**config.mk**
```make
export PLATFORM = sky130hd
export DESIGN_NAME = mra_top
export DESIGN_NICKNAME = d
export VERILOG_FILES = /design/src/hw/mra_pkg.sv /design/src/hw/mra_fc_check.sv /design/src/hw/mra_edge.sv /design/src/hw/mra_top.sv
export SDC_FILE = /design/constraint.sdc
export NUM_CORES = 1
export LEC_CHECK = 0
export BUFFER_PORTS_ARGS = -buffer_cell sky130_fd_sc_hd__buf_2
export CAP_MARGIN = 20
export CORE_AREA = 3 3 277 279
export DETAILED_ROUTE_END_ITERATION = 8
export DIE_AREA = 0 0 280 282
export GPL_ROUTABILITY_DRIVEN = 0
export REMOVE_ABC_BUFFERS = 1
export SLEW_MARGIN = 20
export SYNTH_ARGS = -nofsm -noshare
export SYNTH_HDL_FRONTEND = slang
export SYNTH_SLANG_ARGS = --single-unit
```
**constraint.sdc**
```tcl
create_clock -name clock -period 9.3 [get_ports clock]
set_input_delay 0.93 -clock clock [delete_from_list [all_inputs] [get_ports clock]]
set_output_delay 0.93 -clock clock [all_outputs]
set_load 0.02 [all_outputs]
```
**src/hw/mra_pkg.sv**
```systemverilog
// Shared constants, types and helpers of the robot address-map decoder.
// Assumes a parser upstream that splits each Modbus frame into items.
`default_nettype none
package mra_pkg;
  // Function codes, hex values
  localparam logic [7:0] FC_RD_COIL = 8'h01;
  localparam logic [7:0] FC_RD_DI = 8'h02;
  localparam logic [7:0] FC_RD_HR = 8'h03;
  localparam logic [7:0] FC_RD_IR = 8'h04;
  localparam logic [7:0] FC_WR_COIL = 8'h05;
  localparam logic [7:0] FC_WR_HR = 8'h06;
  localparam logic [7:0] FC_WR_COILS = 8'h0f;
  localparam logic [7:0] FC_WR_HRS = 8'h10;
  localparam logic [7:0] FC_MASK_HR = 8'h16;
  localparam logic [7:0] FC_RW_HRS = 8'h17;
  // Standard exception codes
  localparam logic [7:0] EXC_FUNC = 8'h01;
  localparam logic [7:0] EXC_ADDR = 8'h02;
  localparam logic [7:0] EXC_VALUE = 8'h03;
  // Single coil write values
  localparam logic [15:0] COIL_ON = 16'hff00;
  localparam logic [15:0] COIL_OFF = 16'h0000;
  // Bit addresses
  localparam logic [15:0] B_HAS_LO = 16'h000a;
  localparam logic [15:0] B_HAS_HI = 16'h000e;
  localparam logic [15:0] B_MOD_OK = 16'h0014;
  localparam logic [15:0] B_MOD_LO = 16'h0015;
  localparam logic [15:0] B_MOD_HI = 16'h001e;
  localparam logic [15:0] B_KIN_OK = 16'h0025;
  localparam logic [15:0] B_KIN_LO = 16'h0026;
  localparam logic [15:0] B_KIN_HI = 16'h002c;
  localparam logic [15:0] B_BLK_HI = 16'h0031;
  localparam logic [15:0] C_BUS = 16'h0032;
  localparam logic [15:0] C_SHUTDOWN = 16'h0033;
  localparam logic [15:0] C_RESET = 16'h0034;
  localparam logic [15:0] C_MOTOR = 16'h0035;
  localparam logic [15:0] B_NORMAL = 16'h0036;
  localparam logic [15:0] C_REF_ALL = 16'h003c;
  localparam logic [15:0] C_REF_AX_LO = 16'h003d;
  localparam logic [15:0] C_REF_AX_HI = 16'h0042;
  localparam logic [15:0] C_REF_EX_LO = 16'h0043;
  localparam logic [15:0] C_REF_EX_HI = 16'h0045;
  // Word areas
  localparam logic [15:0] IR_MAP_VER = 16'h0003;
  localparam logic [15:0] MAP_VERSION = 16'h0001;
  localparam int HR_DEPTH = 16;
  localparam logic [15:0] HR_LIMIT = 16'h0010;
  localparam int STR_BASE = 8;
  localparam int STR_REGS = 8;
  // Rising-edge coils: shutdown, reset, all axes, six robot, three external
  localparam int N_EDGE = 12;
  localparam int E_SHUTDOWN = 0;
  localparam int E_RESET = 1;
  localparam int E_REF_ALL = 2;
  localparam int E_REF_AX = 3;
  localparam int E_REF_EX = 9;
  // Server configuration after reset
  localparam logic [15:0] TCP_PORT_DEF = 16'h01f6;
  localparam logic [7:0] MAX_CONN_DEF = 8'h04;

  typedef enum logic [2:0] {
    AREA_COIL, AREA_DI, AREA_HR, AREA_IR, AREA_NONE
  } mra_area_t;

  typedef enum logic [2:0] {
    OP_READ, OP_WR1, OP_WRN, OP_MASK, OP_RW
  } mra_op_t;

  typedef struct packed {
    logic [7:0] fc;        // Function code
    logic [15:0] addr;     // Item address
    logic [15:0] wdata;    // Write value (bit in [0] for multi-coil)
    logic [15:0] and_mask; // Masked write AND mask
    logic [15:0] or_mask;  // Masked write OR mask
  } mra_req_t;

  typedef struct packed {
    logic exc;             // Exception answer
    logic [7:0] exc_code;  // Exception code
    logic [15:0] rdata;    // Read or echoed value
  } mra_rsp_t;

  typedef struct packed {
    logic [4:0] has_mod;   // Robot, ext, gripper, platform, IO present
    logic [9:0] mod_err;   // Module error flags, temperature first
    logic [6:0] kin_err;   // Kinematics error flags, limit min first
    logic bus_conn;        // CAN bus connected
    logic motors_on;       // Motors active
    logic normal_op;       // Normal operating mode
    logic ref_all;         // All axes referenced
    logic [5:0] ref_axis;  // Robot axes referenced
    logic [2:0] ref_ext;   // External axes referenced
  } mra_stat_t;

  typedef struct packed {
    logic bus_connect;     // Connect CAN bus
    logic bus_disconnect;  // Disconnect CAN bus
    logic shutdown;        // Shut down control computer
    logic robot_reset;     // Reset robot
    logic motor_enable;    // Enable motors
    logic motor_disable;   // Disable motors
    logic ref_all;         // Reference all axes
    logic [5:0] ref_axis;  // Reference one robot axis
    logic [2:0] ref_ext;   // Reference one external axis
  } mra_act_t;

  // Address window test used by the bit read mux and coil write check
  function automatic logic in_range(input logic [15:0] a,
                                    input logic [15:0] lo,
                                    input logic [15:0] hi);
    return (a >= lo) && (a <= hi);
  endfunction : in_range
endpackage : mra_pkg
`default_nettype wire

```
**src/hw/mra_fc_check.sv**
```systemverilog
// Function code classifier: memory area, kind of access, support.
// Assumes a purely combinational use inside the request stage.
`default_nettype none
module mra_fc_check (
  input wire logic [7:0] fc,           // Function code
  output mra_pkg::mra_area_t area,     // Area addressed
  output mra_pkg::mra_op_t op,         // Kind of access
  output logic ok                      // Code is supported
);
  import mra_pkg::*;

  // Map each supported code to its area; others are refused
  always_comb begin
    area = AREA_NONE;
    op = OP_READ;
    ok = 1'b1;
    unique case (fc)
      FC_RD_COIL: area = AREA_COIL;
      FC_WR_COIL: begin
        area = AREA_COIL;
        op = OP_WR1;
      end
      FC_WR_COILS: begin
        area = AREA_COIL;
        op = OP_WRN;
      end
      FC_RD_DI: area = AREA_DI;
      FC_RD_HR: area = AREA_HR;
      FC_WR_HR, FC_WR_HRS: begin
        area = AREA_HR;
        op = OP_WRN;
      end
      FC_MASK_HR: begin
        area = AREA_HR;
        op = OP_MASK;
      end
      FC_RW_HRS: begin
        area = AREA_HR;
        op = OP_RW;
      end
      FC_RD_IR: area = AREA_IR;
      default: ok = 1'b0;
    endcase
  end
endmodule : mra_fc_check
`default_nettype wire

```
**src/hw/mra_edge.sv**
```systemverilog
// Rising-edge action coils: arm on a written 0, fire on a later 1.
// Assumes at most one coil is written per clock.
`default_nettype none
module mra_edge #(
  parameter int N = 4                  // Number of coils
) (
  input wire logic clock,              // System clock
  input wire logic rst_n,              // Synchronous reset, active low
  input wire logic [N-1:0] wr_en,      // Write strobe per coil
  input wire logic wr_val,             // Bit written
  output logic [N-1:0] fire,           // One-cycle action pulse
  output logic [N-1:0] last            // Last written value
);
  logic [N-1:0] armed_q, armed_d;      // A 0 was written since last fire
  logic [N-1:0] last_q, last_d;        // Written value readback
  logic [N-1:0] fire_q, fire_d;        // Registered pulse

  // Arm and fire per coil
  always_comb begin
    armed_d = armed_q;
    last_d = last_q;
    fire_d = '0;
    for (int i = 0; i < N; i++) begin
      if (wr_en[i]) begin
        last_d[i] = wr_val;
        if (!wr_val) begin
          armed_d[i] = 1'b1;
        end else if (armed_q[i]) begin
          fire_d[i] = 1'b1;
          armed_d[i] = 1'b0;
        end
      end
    end
  end

  // State registers
  always_ff @(posedge clock) begin
    if (!rst_n) begin
      armed_q <= '0;
      last_q <= '0;
      fire_q <= '0;
    end else begin
      armed_q <= armed_d;
      last_q <= last_d;
      fire_q <= fire_d;
    end
  end

  assign fire = fire_q;
  assign last = last_q;
endmodule : mra_edge
`default_nettype wire

```
**src/hw/mra_top.sv**
```systemverilog
// Robot address-map decoder: executes one Modbus item access per request.
// Assumes an upstream parser splitting frames into single-item requests
// and a downstream framer building the answer from each response.
`default_nettype none
module mra_top #(
  parameter bit BUS_SWITCH = 1'b1       // Variant can switch the bus
) (
  input wire logic clock,               // 20 MHz system clock
  input wire logic rst_n,               // Synchronous reset, active low
  input wire logic req_valid,           // Item request present
  output logic req_ready,               // Item request taken
  input wire mra_pkg::mra_req_t req,    // Item request
  output logic rsp_valid,               // Response present
  input wire logic rsp_ready,           // Response consumed
  output mra_pkg::mra_rsp_t rsp,        // Response
  input wire mra_pkg::mra_stat_t stat,  // Live robot state
  output mra_pkg::mra_act_t act,        // Action pulses
  output logic [15:0][15:0] hr_words,   // Holding register contents
  output logic [7:0][31:0] hr_pairs,    // Holding pairs as 32-bit
  output logic [4:0] str_len,           // Characters in string field
  input wire logic cfg_wr,              // Load server configuration
  input wire logic [15:0] cfg_port,     // New TCP port
  input wire logic [7:0] cfg_max_conn,  // New connection limit
  output logic [15:0] tcp_port,         // TCP port to listen on
  output logic [7:0] max_conn           // Simultaneous connection limit
);
  import mra_pkg::*;

  mra_area_t area;                      // Area of the current code
  mra_op_t op;                          // Access kind of current code
  logic fc_ok;                          // Current code supported
  logic take;                           // Request accepted this cycle
  logic bit_map;                        // Bit address is mapped
  logic bit_rd;                         // Bit read value
  logic coil_wr_ok;                     // Coil may be written
  logic bval;                           // Bit value being written
  logic [N_EDGE-1:0] edge_wr;           // Edge coil write strobes
  logic [N_EDGE-1:0] fire;              // Edge coil pulses
  logic [N_EDGE-1:0] last;              // Edge coil written values
  logic [15:0] hr_cur;                  // Addressed holding word
  mra_rsp_t rsp_q, rsp_d;               // Response register
  logic rsp_valid_q, rsp_valid_d;       // Response present
  mra_act_t act_q, act_d;               // Bus and motor pulses
  logic [15:0][15:0] hr_q, hr_d;        // Holding register store
  logic [4:0] str_len_q, str_len_d;     // String length
  logic [15:0] port_q, port_d;          // TCP port
  logic [7:0] conn_q, conn_d;           // Connection limit

  // Index of a rising-edge coil
  function automatic logic [3:0] edge_idx(input logic [15:0] a);
    logic [15:0] t;
    t = a - C_REF_ALL + 16'h0002;
    if (a == C_SHUTDOWN) begin
      return 4'h0;
    end
    if (a == C_RESET) begin
      return 4'h1;
    end
    return t[3:0];
  endfunction : edge_idx

  // Code classifier
  mra_fc_check u_fc (
    .fc(req.fc),
    .area(area),
    .op(op),
    .ok(fc_ok)
  );

  // Edge-triggered action coils
  mra_edge #(.N(N_EDGE)) u_edge (
    .clock(clock),
    .rst_n(rst_n),
    .wr_en(edge_wr),
    .wr_val(bval),
    .fire(fire),
    .last(last)
  );

  assign req_ready = !rsp_valid_q || rsp_ready;
  assign take = req_valid && req_ready;
  assign hr_cur = hr_q[req.addr[3:0]];

  // Bit area read mux, shared by coil and input reads
  always_comb begin
    bit_map = 1'b1;
    bit_rd = 1'b0;
    if (in_range(req.addr, B_HAS_LO, B_HAS_HI)) begin
      bit_rd = stat.has_mod[req.addr[2:0] - 3'h2];
    end else if (req.addr == B_MOD_OK) begin
      bit_rd = ~|stat.mod_err;
    end else if (in_range(req.addr, B_MOD_LO, B_MOD_HI)) begin
      bit_rd = stat.mod_err[4'(req.addr - B_MOD_LO)];
    end else if (req.addr == B_KIN_OK) begin
      bit_rd = ~|stat.kin_err;
    end else if (in_range(req.addr, B_KIN_LO, B_KIN_HI)) begin
      bit_rd = stat.kin_err[3'(req.addr - B_KIN_LO)];
    end else if (in_range(req.addr, B_MOD_OK, B_BLK_HI)) begin
      bit_rd = 1'b0; // Reserved error bits
    end else if (req.addr == C_BUS) begin
      bit_rd = stat.bus_conn;
    end else if (req.addr == C_SHUTDOWN || req.addr == C_RESET) begin
      bit_rd = last[edge_idx(req.addr)];
    end else if (req.addr == C_MOTOR) begin
      bit_rd = stat.motors_on;
    end else if (req.addr == B_NORMAL) begin
      bit_rd = stat.normal_op;
    end else if (req.addr == C_REF_ALL) begin
      bit_rd = stat.ref_all;
    end else if (in_range(req.addr, C_REF_AX_LO, C_REF_AX_HI)) begin
      bit_rd = stat.ref_axis[3'(req.addr - C_REF_AX_LO)];
    end else if (in_range(req.addr, C_REF_EX_LO, C_REF_EX_HI)) begin
      bit_rd = stat.ref_ext[2'(req.addr - C_REF_EX_LO)];
    end else begin
      bit_map = 1'b0; // Unmapped bit
    end
  end

  // Writable coils and the value written
  always_comb begin
    coil_wr_ok = (req.addr == C_BUS && BUS_SWITCH)
      || req.addr == C_SHUTDOWN || req.addr == C_RESET
      || req.addr == C_MOTOR
      || in_range(req.addr, C_REF_ALL, C_REF_EX_HI);
    bval = (op == OP_WR1) ? (req.wdata == COIL_ON) : req.wdata[0];
  end

  // Request execution and response
  always_comb begin
    rsp_d = rsp_q;
    rsp_valid_d = rsp_valid_q && !rsp_ready;
    act_d = '0;
    hr_d = hr_q;
    edge_wr = '0;
    if (take) begin
      rsp_valid_d = 1'b1;
      rsp_d = '0;
      if (!fc_ok) begin
        rsp_d.exc = 1'b1;
        rsp_d.exc_code = EXC_FUNC;
      end else begin
        unique case (area)
          AREA_COIL, AREA_DI: begin
            if (!bit_map) begin
              rsp_d.exc = 1'b1;
              rsp_d.exc_code = EXC_ADDR;
            end else if (op == OP_READ) begin
              rsp_d.rdata = {15'h0000, bit_rd};
            end else if (op == OP_WR1 && req.wdata != COIL_ON
                         && req.wdata != COIL_OFF) begin
              rsp_d.exc = 1'b1;
              rsp_d.exc_code = EXC_VALUE;
            end else if (!coil_wr_ok) begin
              rsp_d.exc = 1'b1;
              rsp_d.exc_code = EXC_ADDR;
            end else begin
              rsp_d.rdata = req.wdata;
              if (req.addr == C_BUS) begin
                act_d.bus_connect = bval && !stat.bus_conn;
                act_d.bus_disconnect = !bval && stat.bus_conn;
              end else if (req.addr == C_MOTOR) begin
                act_d.motor_enable = bval && !stat.motors_on;
                act_d.motor_disable = !bval && stat.motors_on;
              end else begin
                edge_wr[edge_idx(req.addr)] = 1'b1;
              end
            end
          end
          AREA_HR: begin
            if (req.addr >= HR_LIMIT) begin
              rsp_d.exc = 1'b1;
              rsp_d.exc_code = EXC_ADDR;
            end else begin
              unique case (op)
                OP_READ: rsp_d.rdata = hr_cur;
                OP_WR1, OP_WRN: begin
                  hr_d[req.addr[3:0]] = req.wdata;
                  rsp_d.rdata = req.wdata;
                end
                OP_MASK: begin
                  hr_d[req.addr[3:0]] = (hr_cur & req.and_mask)
                    | (req.or_mask & ~req.and_mask);
                  rsp_d.rdata = req.wdata;
                end
                OP_RW: begin
                  hr_d[req.addr[3:0]] = req.wdata;
                  rsp_d.rdata = req.wdata;
                end
              endcase
            end
          end
          AREA_IR: begin
            if (req.addr == IR_MAP_VER) begin
              rsp_d.rdata = MAP_VERSION;
            end else begin
              rsp_d.exc = 1'b1;
              rsp_d.exc_code = EXC_ADDR;
            end
          end
          AREA_NONE: begin
            rsp_d.exc = 1'b1;
            rsp_d.exc_code = EXC_FUNC;
          end
        endcase
      end
    end
  end

  // String length: low byte first, stops at zero byte or field end
  always_comb begin
    logic done;
    done = 1'b0;
    str_len_d = 5'h00;
    for (int i = 0; i < 2 * STR_REGS; i++) begin
      if (!done) begin
        if (hr_q[STR_BASE + i / 2][8 * (i % 2) +: 8] == 8'h00) begin
          done = 1'b1;
        end else begin
          str_len_d = str_len_d + 5'h01;
        end
      end
    end
  end

  // Server configuration
  always_comb begin
    port_d = cfg_wr ? cfg_port : port_q;
    conn_d = cfg_wr ? cfg_max_conn : conn_q;
  end

  // All registers of the decoder except the edge-coil registers in u_edge
  always_ff @(posedge clock) begin
    if (!rst_n) begin
      rsp_q <= '0;
      rsp_valid_q <= 1'b0;
      act_q <= '0;
      hr_q <= '0;
      str_len_q <= 5'h00;
      port_q <= TCP_PORT_DEF;
      conn_q <= MAX_CONN_DEF;
    end else begin
      rsp_q <= rsp_d;
      rsp_valid_q <= rsp_valid_d;
      act_q <= act_d;
      hr_q <= hr_d;
      str_len_q <= str_len_d;
      port_q <= port_d;
      conn_q <= conn_d;
    end
  end

  // Pair words into 32-bit values, lower register holds low half
  for (genvar k = 0; k < HR_DEPTH / 2; k++) begin : g_pair
    assign hr_pairs[k] = {hr_q[2 * k + 1], hr_q[2 * k]};
  end

  // Output routing
  always_comb begin
    act = act_q;
    act.shutdown = fire[E_SHUTDOWN];
    act.robot_reset = fire[E_RESET];
    act.ref_all = fire[E_REF_ALL];
    act.ref_axis = fire[E_REF_AX +: 6];
    act.ref_ext = fire[E_REF_EX +: 3];
  end
  assign rsp = rsp_q;
  assign rsp_valid = rsp_valid_q;
  assign hr_words = hr_q;
  assign str_len = str_len_q;
  assign tcp_port = port_q;
  assign max_conn = conn_q;

  // Version read answers 1
  property p_ver;
    @(posedge clock) disable iff (!rst_n)
    take && req.fc == FC_RD_IR && req.addr == IR_MAP_VER
      |=> rsp_valid && !rsp.exc && rsp.rdata == 16'h0001;
  endproperty
  a_ver: assert property (p_ver) else $error("bad version read");

  // Unknown codes give the illegal-function answer
  property p_badfc;
    @(posedge clock) disable iff (!rst_n)
    take && !fc_ok |=> rsp.exc && rsp.exc_code == 8'h01;
  endproperty
  a_badfc: assert property (p_badfc) else $error("no func exc");

  // Writes to information bits are refused
  property p_ro;
    @(posedge clock) disable iff (!rst_n)
    take && req.fc == FC_WR_COILS && in_range(req.addr, B_HAS_LO, B_NORMAL)
      && req.addr != C_MOTOR && req.addr != C_SHUTDOWN
      && req.addr != C_RESET && req.addr != C_BUS
      |=> rsp.exc && rsp.exc_code == 8'h02 && act == '0;
  endproperty
  a_ro: assert property (p_ro) else $error("info bit written");

  // Motor enable only from an inactive state after a written 1
  property p_motor;
    @(posedge clock) disable iff (!rst_n)
    act.motor_enable |-> $past(take) && $past(req.addr) == C_MOTOR
      && $past(bval) && !$past(stat.motors_on);
  endproperty
  a_motor: assert property (p_motor) else $error("bad enable");

  // Shutdown fires only on a written 1
  property p_edge;
    @(posedge clock) disable iff (!rst_n)
    act.shutdown |-> $past(take) && $past(req.addr) == C_SHUTDOWN
      && $past(bval);
  endproperty
  a_edge: assert property (p_edge) else $error("bad shutdown");

  // Two ones in a row never fire twice
  property p_once;
    @(posedge clock) disable iff (!rst_n)
    act.robot_reset ##1 (take && req.addr == C_RESET && bval
      && op != OP_READ && area == AREA_COIL) |=> !act.robot_reset;
  endproperty
  a_once: assert property (p_once) else $error("reset refired");

  // Single register write lands in the store
  property p_hr;
    @(posedge clock) disable iff (!rst_n)
    take && req.fc == FC_WR_HR && req.addr < HR_LIMIT
      |=> hr_q[$past(req.addr[3:0])] == $past(req.wdata);
  endproperty
  a_hr: assert property (p_hr) else $error("hr not written");

  // Module-ok bit reflects absence of errors
  property p_modok;
    @(posedge clock) disable iff (!rst_n)
    take && req.fc == FC_RD_DI && req.addr == B_MOD_OK
      |=> rsp.rdata[0] == ~|$past(stat.mod_err);
  endproperty
  a_modok: assert property (p_modok) else $error("bad module ok");
endmodule : mra_top
`default_nettype wire

```
# After elaboration in Yosys (flattened, before gate mapping)

Cells that the tools add are included.

Word-level logic and storage cells: 437
Output and inout port bits: 584
Input bits: 136
Flip-flop bits (word level): 351

Muxes and demuxes: 212
Bitwise gates (word level): 13
Reduce and logical (&&, ||, !) cells: 74
Add/subtract/negate cells: 22
Equal/unequal tests: 29
$lt $le $gt $ge: 24

Operator list:

| cell                  | count |
|---|---|
| $bwmux W256           | 2 |
| $pmux W256 S2         | 1 |
| $mux W5               | 30 |
| $logic_not A8 Y1      | 16 |
| $mux W16              | 8 |
| $mux W1               | 118 |
| $eq A16 B6 Y1 const B | 7 |
| $mux W12              | 9 |
| $mux W4               | 23 |
| $add A5 B1 Y5 const B | 15 |
| $bmux W16 S4          | 1 |
| $demux W16 S4         | 1 |
| $mux W9               | 7 |
| $ge A16 B5 Y1 const B | 3 |
| $ge A16 B6 Y1 const B | 3 |
| $pmux W16 S3          | 1 |
| $pmux W9 S4           | 1 |
| $reduce_and A3 Y1     | 12 |
| $and A16 B16 Y16      | 2 |
| $le A16 B6 Y1 const B | 2 |
| $le A16 B7 Y1 const B | 2 |
| $pmux W16 S2          | 1 |
| $reduce_or A10 Y1     | 3 |
| $eq A8 B3 Y1 const B  | 3 |
| 46 further kinds      | 103 |

# Longest topological paths before layout

Gate-level depths: netlist of the first run.

Depth in word-level cells: 54
Mapped depth: 36
Depth with buffers taken out: 36

# Cells and area by module

Synthesis of the first run repeated with hierarchy kept, for this count alone.

Cells, all modules: 2407
Area, all modules: 19219.7 µm²

Modules (own cells, without submodules):

| module       | area an instance (µm²) | times used | seq. area each (µm²) | cells each |
|---|---|---|---|---|
| mra_top      | 17838.4                | 1          | 6185.9               | 2270 |
| mra_edge     | 1153.6                 | 1          | 720.7                | 102 |
| mra_fc_check | 227.7                  | 1          | 0.0                  | 35 |

# Worst setup path before layout of the first run

No wires, ideal clock.

Kind: register to register
Start point: register hr_q, in the netlist hr_pairs[140]
End point: register str_len_q[4] (netlist: str_len[4])
Path buffers: 0
Period minus slack after synthesis: 6.833 ns
Path slack: 2.467 ns
Arrival time: 6.762 ns
Cell stages (with the launch flop): 36
Setup time: 0.072 ns
Required time: 9.228 ns
Cell sequence: dfxtp_1 -> or4_1 -> nor2_1 -> o22ai_1 -> inv_1 -> ha_1 -> o31a_1 -> ha_1 -> o21ai_0 -> nand4_1 -> nand2_1 -> xor2_1 -> ha_1 -> o21ai_0 -> o211ai_1 -> a311oi_1 -> mux2_2 -> ha_1 -> o211ai_1 -> a31oi_1 -> ha_1 -> nor2_1 -> o21ai_0 -> ha_1 -> mux2_2 -> nor2_1 -> o21ai_0 -> ha_1 -> inv_1 -> a21oi_1 -> ha_1 -> and2_1 -> maj3_1 -> nand2_1 -> or3_1 -> mux2i_1

Cells in the longest elaborated chain, start to end: 45
Elaborated cells on any way between the ends: 60
Those cells by class: 14 x add/sub; 45 x mux; 1 x reduce/logical

RTL lines:

| element                  | RTL line       | text |
|---|---|---|
| start: declaration       | mra_top.sv:44  | `logic [15:0][15:0] hr_q, hr_d;` |
| start signal: assignment | mra_top.sv:245 | `hr_q <= hr_d;` |
| $logic_not A8 Y1 (*)     | mra_top.sv:216 | `if (hr_q[STR_BASE + i / 2][8 * (i % 2) +: 8] == 8'h00) begin` |
| $mux W5                  | mra_top.sv:216 |  |
| $mux W5                  | mra_top.sv:215 | `if (!done) begin` |
| $add A5 B1 Y5            | mra_top.sv:219 | `str_len_d = str_len_d + 5'h01;` |
| $mux W5                  | mra_top.sv:216 |  |
| $mux W5                  | mra_top.sv:215 |  |
| $add A5 B1 Y5            | mra_top.sv:219 |  |
| $mux W5                  | mra_top.sv:216 |  |
| (+29 left out)           | n/a            |  |
| $mux W5                  | mra_top.sv:216 |  |
| $mux W5                  | mra_top.sv:215 |  |
| $add A5 B1 Y5            | mra_top.sv:219 |  |
| $mux W5                  | mra_top.sv:216 |  |
| $mux W5                  | mra_top.sv:215 |  |
| $add A5 B1 Y5            | mra_top.sv:219 |  |
| $mux W5                  | mra_top.sv:216 |  |
| $mux W5 (*)              | mra_top.sv:215 |  |
| end signal: assignment   | mra_top.sv:246 | `str_len_q <= str_len_d;` |
| end: declaration         | mra_top.sv:45  | `logic [4:0] str_len_q, str_len_d;` |

Mark *: on every way between the ends. The rest lies on a longest branch, timed or not.
A chain may end at the register's enable or synchronous reset.

# Worst setup path after layout of the first run

Ends and elaborated chain as after synthesis.

==> results of run 1 <==
[area by class of cell]
class / count / area (sq um) / share of cell area [%]
multi-input combinational: 1453 / 9410 / 41.5
sequential: 335 / 6710 / 29.6
timing repair buffer: 751 / 3860 / 17.0
clock buffer: 60 / 1220 / 5.37
tap: 969 / 1210 / 5.35
clock inverter: 16 / 196 / 0.866
inverter: 16 / 67.6 / 0.298
antenna: 3 / 7.51 / 0.0331
[routing by layer]
metal / vias up / wire length (microns) / share of wire, % / GRT usage, %
met5: - / 31 / 0.033 / 0
met4: 4 / 2260 / 2.4 / 5.49
met3: 111 / 6670 / 7.1 / 3.86
met2: 860 / 45600 / 49 / 38.4
met1: 8720 / 39100 / 42 / 29.4
li1: 8414 / - / - / -
[power by group]
group | internal (uW) | total (uW) | switching (uW)
clock network | 1000 | 1700 | 698
registers | 1440 | 1450 | 3.46
logic | 85.1 | 291 | 206
total | 2530 | 3440 | 907
[worst max-delay path by stage]
stage / end / slack [ps] / cells past startpoint
2_1_floorplan: str_len[4] / 2360 / 35
3_5_place_dp: str_len[4] / 1650 / 35
6_report: str_len[4] / 1510 / 35
4_1_cts: str_len[4] / 1610 / 35
5_1_grt: str_len[4] / 890 / 35
3_3_place_gp: str_len[4] / 1770 / 35
[registers in the layout, summed over array words and instances, names as in the netlist]
| register | flops |
|---|---|
| act | 4 |
| rsp | 19 |
| rsp_valid | 1 |
| str_len | 5 |
| u_edge.fire | 12 |
| max_conn | 8 |
| u_edge.armed_q | 12 |
| tcp_port | 16 |
| u_edge.last | 2 |
| hr_pairs | 256 |
[cell families (layout without fill, tap and decap cells)]
kind of cell    Yosys count  count (layout)  synth area share, %
buf+inv                 441             843                 14.3
mux                     134             134                 11.0
fa+ha+maj                23              23                 1.52
xor+xnor                 21              21                 1.14
simple gates            772             772                 18.7
compound gates          497             497                 17.4
other cells               1               9               0.0201
flops                   335             335                 36.0
[metrics by stage]
| stage | cell area, sq um | power [uW] |
|---|---|---|
| 3_3_place_gp | 21300 | 1770 |
| 6_report | 22700 | 3440 |
| 4_1_cts | 22700 | 3480 |
| 3_5_place_dp | 21300 | 1770 |
| 2_1_floorplan | 16100 | 1600 |
| 5_1_grt | 22700 | 3550 |
[cells in the final DEF, fill, tap and decap left out, drive strengths merged, types with 5 or more instances in the layout]
cell / instances
clkbuf: 60
a211oi: 167
a21oi: 168
xor2: 11
o211ai: 8
nand2b: 13
or2: 5
ha: 21
or3: 11
and2: 14
conb: 6
xnor2: 9
and3: 29
dfxtp: 335
nand2: 80
a31oi: 8
nor3: 29
inv: 19
o21ai: 60
clkinv: 7
a221oi: 22
mux2i: 71
a22o: 10
or4: 14
o22ai: 13
nor2b: 6
nand3: 36
nor2: 464
nor3b: 9
mux4: 54
nand4: 10
nor4: 40
mux2: 9
a22oi: 9
buf: 751
[worst max-delay path: cells and delay by family, from the launching register on]
kind,cells,cell delay [ps]
adders and majority gates,9,2310
AOI/OAI and AO/OA,11,2280
and+or+nand+nor,9,1780
muxes,3,680
DFF,1,350
xor gates and xnor gates,1,170
buffers and inverters,2,140
==> results.md, run 1 <==
- Outcome: finished, final reports clean
- Hold EP: rsp[11]
- WL per Instance: around 26 microns
- Clock sink total: 335
- Worst vdd ir: 0.0000957 V
- Setup bufs post-CTS: 0
- Fin. Hold Viols: 0
- Vias in the first global route: 16266
- CP max stage cell: a311oi_1
- CP Class: reg -> reg
- PD cells: 151 mW/mm^2
- CTS Hold Buffers Added: 0
- Via-to-Cell Ratio: 5.03
- Synth top area share: 36.0%
- Worst-path fanout max: 5
- MaxCap Viol Count: 0
- Reg2Reg Setup Slack: 1510 ps
- Core Rows: 100
- Top FF cell, synth: dfxtp_1
- GR Util All Layers: approximately 22%
- Most frequent CP cell: ha_1
- Count leader, synth: nor2_1
- Post-synth EDFFs: 0
- CTS clk-pin slew, worst paths: 60 ps
- Setup TNS: 0 ps
- Post-route ant nets: 0
- DRT iter0 DRCs: around 1500
- Final #Nets: about 2800
- Worst hold path type: reg -> reg
- Clock root buffer: clkbuf_16
- Hold wc startpoint: rsp[11]
- Synth cell count leaders: 462 x nor2_1, 335 x dfxtp_1, 262 x buf_4, 168 x a21oi_1, 167 x a211oi_1
- Clock Path Buffers: 3
- Die Height: 282 microns
- Synth Cell Area: 0.0186 sq mm
- Worst hold path depth: 2
- Yosys warnings: 0
- Final non-filler cell total: 3603
- RSZ-0062 raised after global routing: no
- PortBufs: 713
- Dpl hpwl: 71900 microns
- Synthesized instance count: 2224
- Worst Reg2Reg Path Length in Cells: 35
- Largest net degree at the start of global routing: 87
- Antenna violations before repair: 7
- Fmax: 128 MHz
- Initial Utilization: 25.0%
- Core Area: about 0.074 sq mm
- Critical Path End Type: register
- Cell variety after synth: 79
- Worst Path Required: 9800 ps
- Die W: 280 microns
- Post-place setup slack: around 1600 ps
- Via Count: 18109
- Worst path max stage delay: 610 ps
- First-pass GRT wire length: 127000 microns
- CTS tree: done
- Arrival time at the worst endpoint: 8290 ps
- Share of cells above drive strength 1: 35.3%
- Util after Layout: 30.5%
- Crit path from: hr_pairs[140]
- Post-Route WL: ~94000 microns
- Register area share after synthesis: 36.0%
- Leakage: 0.0103 uW
- Async SR Flop Fraction: 0%
- PostCTS Resize Cnt: 0
- 1st-pass router iterations: 8
- CTS Buf Count: 42
- Final Slew Violations: 0
- Fin crit period: approximately 7800 ps
- Crit share post-route: approximately 84%
- Setup violators final: 0
- Worst setup margin: 1510 ps
- Synth Area per Inst: 8.38 sq um
- Io pins: 720
- Worst r2r src: hr_pairs[140]
- Die Area: between 0.07 and 0.08 sq mm
- Synth area leader: dfxtp_1
- Grt total ovfl: 0
- # placed instances: between 3000 and 4000
- Hold slack final: ~450 ps
- Synth area leaders: dfxtp_1 36%, buf_4 11%, nor2_1 9.3%
- Filler cells: roughly 8000
- FF+latch count, synth: 335
- Worst Skew: 23.4 ps
- Setup crit start kind: register
- H-tree levels: 2
- Measured slew at the worst slew-check pin: approximately 1100 ps
- Skew-Pair Late Insertion Delay: 580 ps
- Slew HR: around 24%
- Critical R2R Capture: str_len[4]
- Drc violations: 0
- Area growth syn-to-layout: 21.7%
Power figures use the tool's default switching activity.
==> run 2, diff against run 1 <==
==> constraint.sdc (replaced) <==
create_clock -name clock -period 7.07 [get_ports clock]
set_input_delay 0.707 -clock clock [delete_from_list [all_inputs] [get_ports clock]]
set_output_delay 0.707 -clock clock [all_outputs]
set_load 0.02 [all_outputs]
==> run 2 against run 1 <==
Net effect: wire length is 1.4% lower; utilization is 0.56 points higher; worst setup slack worse by 1500 ps; via count is 1.6% higher; global-route usage is 0.34 points lower; register-to-register slack worse by 1500 ps; sequential power is 31% higher; clock power is 29% higher; non-clock buffer count is 45 higher; clock skew is 1.6 ps higher; worst hold slack worse by 95 ps; largest power group unchanged; fmax is 10% higher.
==> results.md, run 2 (synthesis results as in run 1) <==
- Critical Path End Type: register
- Area of the multi-input gates: approximately 0.0095 sq mm
- Measured slew at the worst slew-check pin: 1050 ps
- CP Class: reg -> reg
- DRT iter0 DRCs: 1467
- CTS clk-pin slew, worst paths: around 60 ps
- PortBufs: 713
- Worst path max stage delay: 550 ps
- Clock sink total: 335
- WL per Instance: 25.3 microns
- Worst Path Required: 7550 ps
- Clock power share: ~50%
- Hold wc startpoint: cfg_port[1]
- Busiest grt layer: met2
- Grt total ovfl: 0
- Post-route ant nets: 0
- Most frequent CP cell: ha_1
- Setup violators final: 0
- Combinational cell fraction of total power: 8.5%
- Arrival time at the worst endpoint: around 7500 ps
- Switching power: 1190 uW
- GR Util met2: 37.3%
- CTS Buf Count: 42
- Setup crit start kind: register
- First-pass GRT wire length: 126000 microns
- Worst vdd ir: 0.000130 V
- Core Rows: 100
- Filler cells: 7854
- Skew-Pair Late Insertion Delay: 570 ps
- 1st-pass router iterations: 5
- Slew HR: 30.0%
- Via-to-Cell Ratio: about 5.0
- Reg power frac: 42.4%
- Most frequent cells in the layout: 711 x buf_2, 458 x nor2_1, 335 x dfxtp_1
- Crit share post-route: 99.7%
- Fin. Hold Viols: 0
- Die W: 280 microns
- MaxCap Viol Count: 0
- Largest net degree at the start of global routing: 85
- Critical R2R Capture: str_len[4]
- Die Area: 0.0790 sq mm
- Worst r2r src: hr_pairs[140]
- Share of cells above drive strength 1: 36.9%
- Net Sw Frac: 26.4%
- Max reg flops: 256
- Via Count: 18397
- CP max stage cell: or4_4
- Vias in the first global route: approximately 17000
- Antenna violations before repair: 10
- Setup TNS: 0 ps
- PD cells: 194 mW/mm^2
- Worst hold path depth: 3
- Internal cell power: approximately 3300 uW
- Core Area: 0.0744 sq mm
- Util after Layout: between 30% and 40%
- Die Height: 282 microns
- Fin crit period: 7050 ps
- Worst-path fanout max: 3
- Worst hold path type: in -> reg
- Dpl hpwl: 70700 microns
- Outcome: finished, final reports clean
- Clock root buffer: clkbuf_16
- CTS Hold Buffers Added: 0
- Post-Route WL: 92400 microns
- Hold EP: tcp_port[1]
- Area growth syn-to-layout: 23.9%
- Fmax: around 140 MHz
- Worst Reg2Reg Path Length in Cells: 35
- GR Util All Layers: ~22%
- Clock Path Buffers: 3
- Final #Nets: 2801
- Leakage: 0.0105 uW
- RSZ-0062 raised after global routing: yes
- Met3 Resource Use GR: 3.88%
- Grt met1 use: roughly 29%
- CTS tree: done
- Reg2Reg Setup Slack: between 20 and 25 ps
- Initial Utilization: between 20% and 30%
- Final Slew Violations: 0
- Worst Skew: 25.1 ps
- H-tree levels: 2
- Drc violations: 0
- Io pins: between 700 and 800
- Most common cell after layout, fill and taps aside: buf_2
- Reg area: 0.00671 sq mm
run 2: cell types whose count changed in the layout (fill, tap and decap cells not counted), sizes merged:
| cell | change |
|---|---|
| buf | +45 |
| clkbuf | -3 |
| clkinv | +2 |
| diode | +2 |
| bufinv | +1 |
| clkinvlp | -1 |
run 2: power by group through the flow:
stage / combinational (uW) / clock (uW) / sequential [uW]
CTS: 384 / 2260 / 1900
detailed placement: 383 / 0 / 1940
finish: 383 / 2200 / 1900
global route: 408 / 2330 / 1900
global placement: 382 / 0 / 1940
floorplan: 146 / 0 / 1950
run 2: worst max-delay path by stage:
stage                  startpoint    endpoint  slack, ps  cells past startpoint
finish              hr_pairs[140]  str_len[4]         20                     35
global route        hr_pairs[140]  str_len[4]       -250                     35
CTS                 hr_pairs[128]  str_len[4]          9                     35
detailed placement  hr_pairs[140]  str_len[4]       -260                     36
global placement    hr_pairs[140]  str_len[4]       -100                     36
floorplan           hr_pairs[140]  str_len[4]        130                     35
run 2: worst max-delay path: cells and delay by family, from the launching register on:
family          cells  cell delay [ps]
compound gates     10             1410
fa+ha+maj           9             2400
mux                 3              680
xor+xnor            1              160
simple gates       10             1770
buf+inv             2              220
flops               1              310
run 2: timing repair:
item                                    CTS  global route
gates resized for setup                  14            13
setup buffers                             4             3
endpoints found under the hold margin     0             0
pin swaps                                10            16
endpoints found under the setup margin    2             3
run 2: per-layer routing:
metal / share of wire, % / wire [microns] / vias to the layer above
met1: 42 / 38600 / 8857
met3: 7.1 / 6560 / 145
met4: 3.1 / 2880 / 8
met5: 0.065 / 60 / -
met2: 48 / 44300 / 876
li1: - / - / 8511
run 2: through the flow:
step / power [uW] / setup slack, ps / hold WS [ps] / cells / cell area, sq um
after floorplan: 2100 / 135 / 446 / 1804 / 16100
after global placement: 2320 / -97.2 / 431 / 3561 / 21500
after detailed placement: 2330 / -262 / 437 / 3562 / 21500
after CTS: 4550 / 8.66 / 313 / 3641 / 23000
after global routing: 4640 / -250 / 349 / 3645 / 23100
final: 4490 / 23.5 / 353 / 3649 / 23100
run 2: cell type report:
cell class	count	area share, %
multi-input cells	1453	41.2
flip-flops and latches	335	29.0
repair buffers	796	18.2
well taps	969	5.25
clock buffers	57	4.97
clock inverters	18	0.991
inverters	16	0.293
diodes	5	0.0542
==> run 3, diff against run 2 <==
--- a/config.mk
+++ b/config.mk
@@ -11,6 +11,8 @@
 export DETAILED_ROUTE_END_ITERATION = 8
 export DIE_AREA = 0 0 280 282
 export GPL_ROUTABILITY_DRIVEN = 0
+export PLACE_DENSITY = 0.54
+export RECOVER_POWER = 25
 export REMOVE_ABC_BUFFERS = 1
 export SLEW_MARGIN = 20
 export SYNTH_ARGS = -nofsm -noshare
==> run 3 against run 2 <==
Net effect: the flow now finishes with violations (max-capacitance violations, max-slew violations); clock skew decreased by 9.4 ps; final cell count about the same; combinational power increased by 4%; clock-buffer cell count decreased by 4; sequential share of layout area increased by 0.22 points.
==> results.md, run 3 (synthesis results as in run 1) <==
- Outcome: complete, but fails checks
- Failing checks: max-capacitance violations, max-slew violations
- Worst hold path type: in -> reg
- Core Rows: 100
- Measured slew at the worst slew-check pin: 1740 ps
- Clock Path Buffers: 3
- Post-route cell area: 0.0229 sq mm
- Clock sink total: 335
- Skew-Pair Late Insertion Delay: between 500 and 600 ps
- Clock root buffer: clkbuf_16
- MaxCap Viol Count: 1
- RSZ-0062 raised after global routing: yes
- WL per Instance: 25.6 microns
- Largest net degree at the start of global routing: 83
- Initial Utilization: approximately a quarter
- Most common cell after layout, fill and taps aside: buf_2
- Vias in the first global route: between 15000 and 20000
- Io pins: between 700 and 800
- Antenna violations before repair: 10
- Fin. Hold Viols: 0
- Share of cells above drive strength 1: about 30%
- Final #Nets: 2801
- Area growth syn-to-layout: 23.0%
- DRT iter0 DRCs: roughly 1300
- Final Slew Violations: 25
- Setup violators final: 0
- Setup TNS: 0 ps
- Slew HR: -16.0%
- Die W: 280 microns
- Post-route ant nets: 0
- Worst setup margin: 201 ps
- 1st-pass router iterations: 5
- CP Class: reg -> reg
- Worst-path fanout max: 3
- Util after Layout: 30.8%
- CTS Buf Count: 43
- GR Util All Layers: 22.3%
- Arrival time at the worst endpoint: 7370 ps
- Worst Skew: 15.6 ps
- Dpl hpwl: roughly 71000 microns
- CP max stage cell: or4_4
- Die Height: 282 microns
- Filler cells: slightly below 8000
- Die Area: 0.0790 sq mm
- Worst vdd ir: 0.000161 V
- Worst path max stage delay: 540 ps
- H-tree levels: 2
- Fin crit period: 6870 ps
- First-pass GRT wire length: ~130000 microns
- Worst Path Required: 7570 ps
- PD cells: 198 mW/mm^2
- Post-place setup slack: -55.2 ps
- Setup crit start kind: register
- Most frequent CP cell: ha_1
- PortBufs: 713
- Core Area: 0.0744 sq mm
- Placed cell area: roughly 0.022 sq mm
- Grt total ovfl: 0
- Post-Route WL: 93200 microns
- Leakage: 0.00958 uW
- Crit path from: hr_pairs[143]
- Drc violations: 0
- CTS tree: done
- Fmax: 146 MHz
- Hold wc startpoint: cfg_port[5]
- Worst r2r src: hr_pairs[143]
- CTS Hold Buffers Added: 0
- Critical Path End Type: register
- Max reg flops: 256
- Crit share post-route: between 90 and 100%
- Via Count: 18161
- Most frequent cells in the layout: 491 x buf_2, 458 x nor2_1, 334 x dfxtp_1
- CTS clk-pin slew, worst paths: ~60 ps
- Via-to-Cell Ratio: 4.98
==> run 3: worst paths after layout <==
| kind | slack [ps] | cells after the start | end |
|---|---|---|---|
| min reg2reg | 450 | 2 | rsp[2] |
| max reg2reg | 200 | 36 | str_len[4] |
| max | 200 | 36 | str_len[4] |
| min | 350 | 3 | tcp_port[5] |
==> run 3: per-layer routing <==
layer | GRT usage [%] | up-vias | part of all wire [%]
li1 | - | 8514 | -
met1 | 29.2 | 8709 | 42
met2 | 38.6 | 856 | 49
met3 | 3.92 | 82 | 7.2
met4 | 4.17 | 0 | 1.5
met5 | 0 | - | 0
==> run 3: worst max-delay path, delay by kind of cell, from the launching register on <==
kind / cells / cell delay (ps)
compound gates: 11 / 1420
simple gates: 9 / 1690
flops: 1 / 320
fa+ha+maj: 9 / 2270
mux: 3 / 680
buf+inv: 3 / 260
xor+xnor: 1 / 150
==> run 3: final cells by class <==
class / instances / area, sq um / area share [%]
antenna: 3 / 7.51 / 0.0327
clock buffer: 53 / 1180 / 5.17
clock inverter: 22 / 229 / 0.999
inverter: 16 / 67.6 / 0.295
multi-input combinational: 1453 / 9570 / 41.8
sequential: 335 / 6710 / 29.3
tap: 969 / 1210 / 5.29
timing repair buffer: 795 / 3940 / 17.2
==> run 3: power by group <==
| group | internal, uW | switching [uW] | leakage (uW) |
|---|---|---|---|
| Combinational | 115 | 282 | 0.00618 |
| Sequential | 1900 | 4.82 | 0.00270 |
| Clock | 1310 | 924 | 0.000695 |
==> run 3: timing repair <==
action                     in CTS  in global routing
setup endpoints to repair       1                  4
gates resized for setup         1                 36
hold endpoints to repair        0                  0
pin swaps                       2                 23
setup buffers                   0                  2
==> run 3: metrics by stage <==
| stage | power [uW] | instances | hold slack [ps] |
|---|---|---|---|
| 6_report | 4530 | 3646 | 353 |
| 5_1_grt | 4690 | 3645 | 338 |
| 4_1_cts | 4600 | 3639 | 318 |
| 3_5_place_dp | 2340 | 3564 | 439 |
| 3_3_place_gp | 2340 | 3563 | 436 |
| 2_1_floorplan | 2100 | 1804 | 446 |
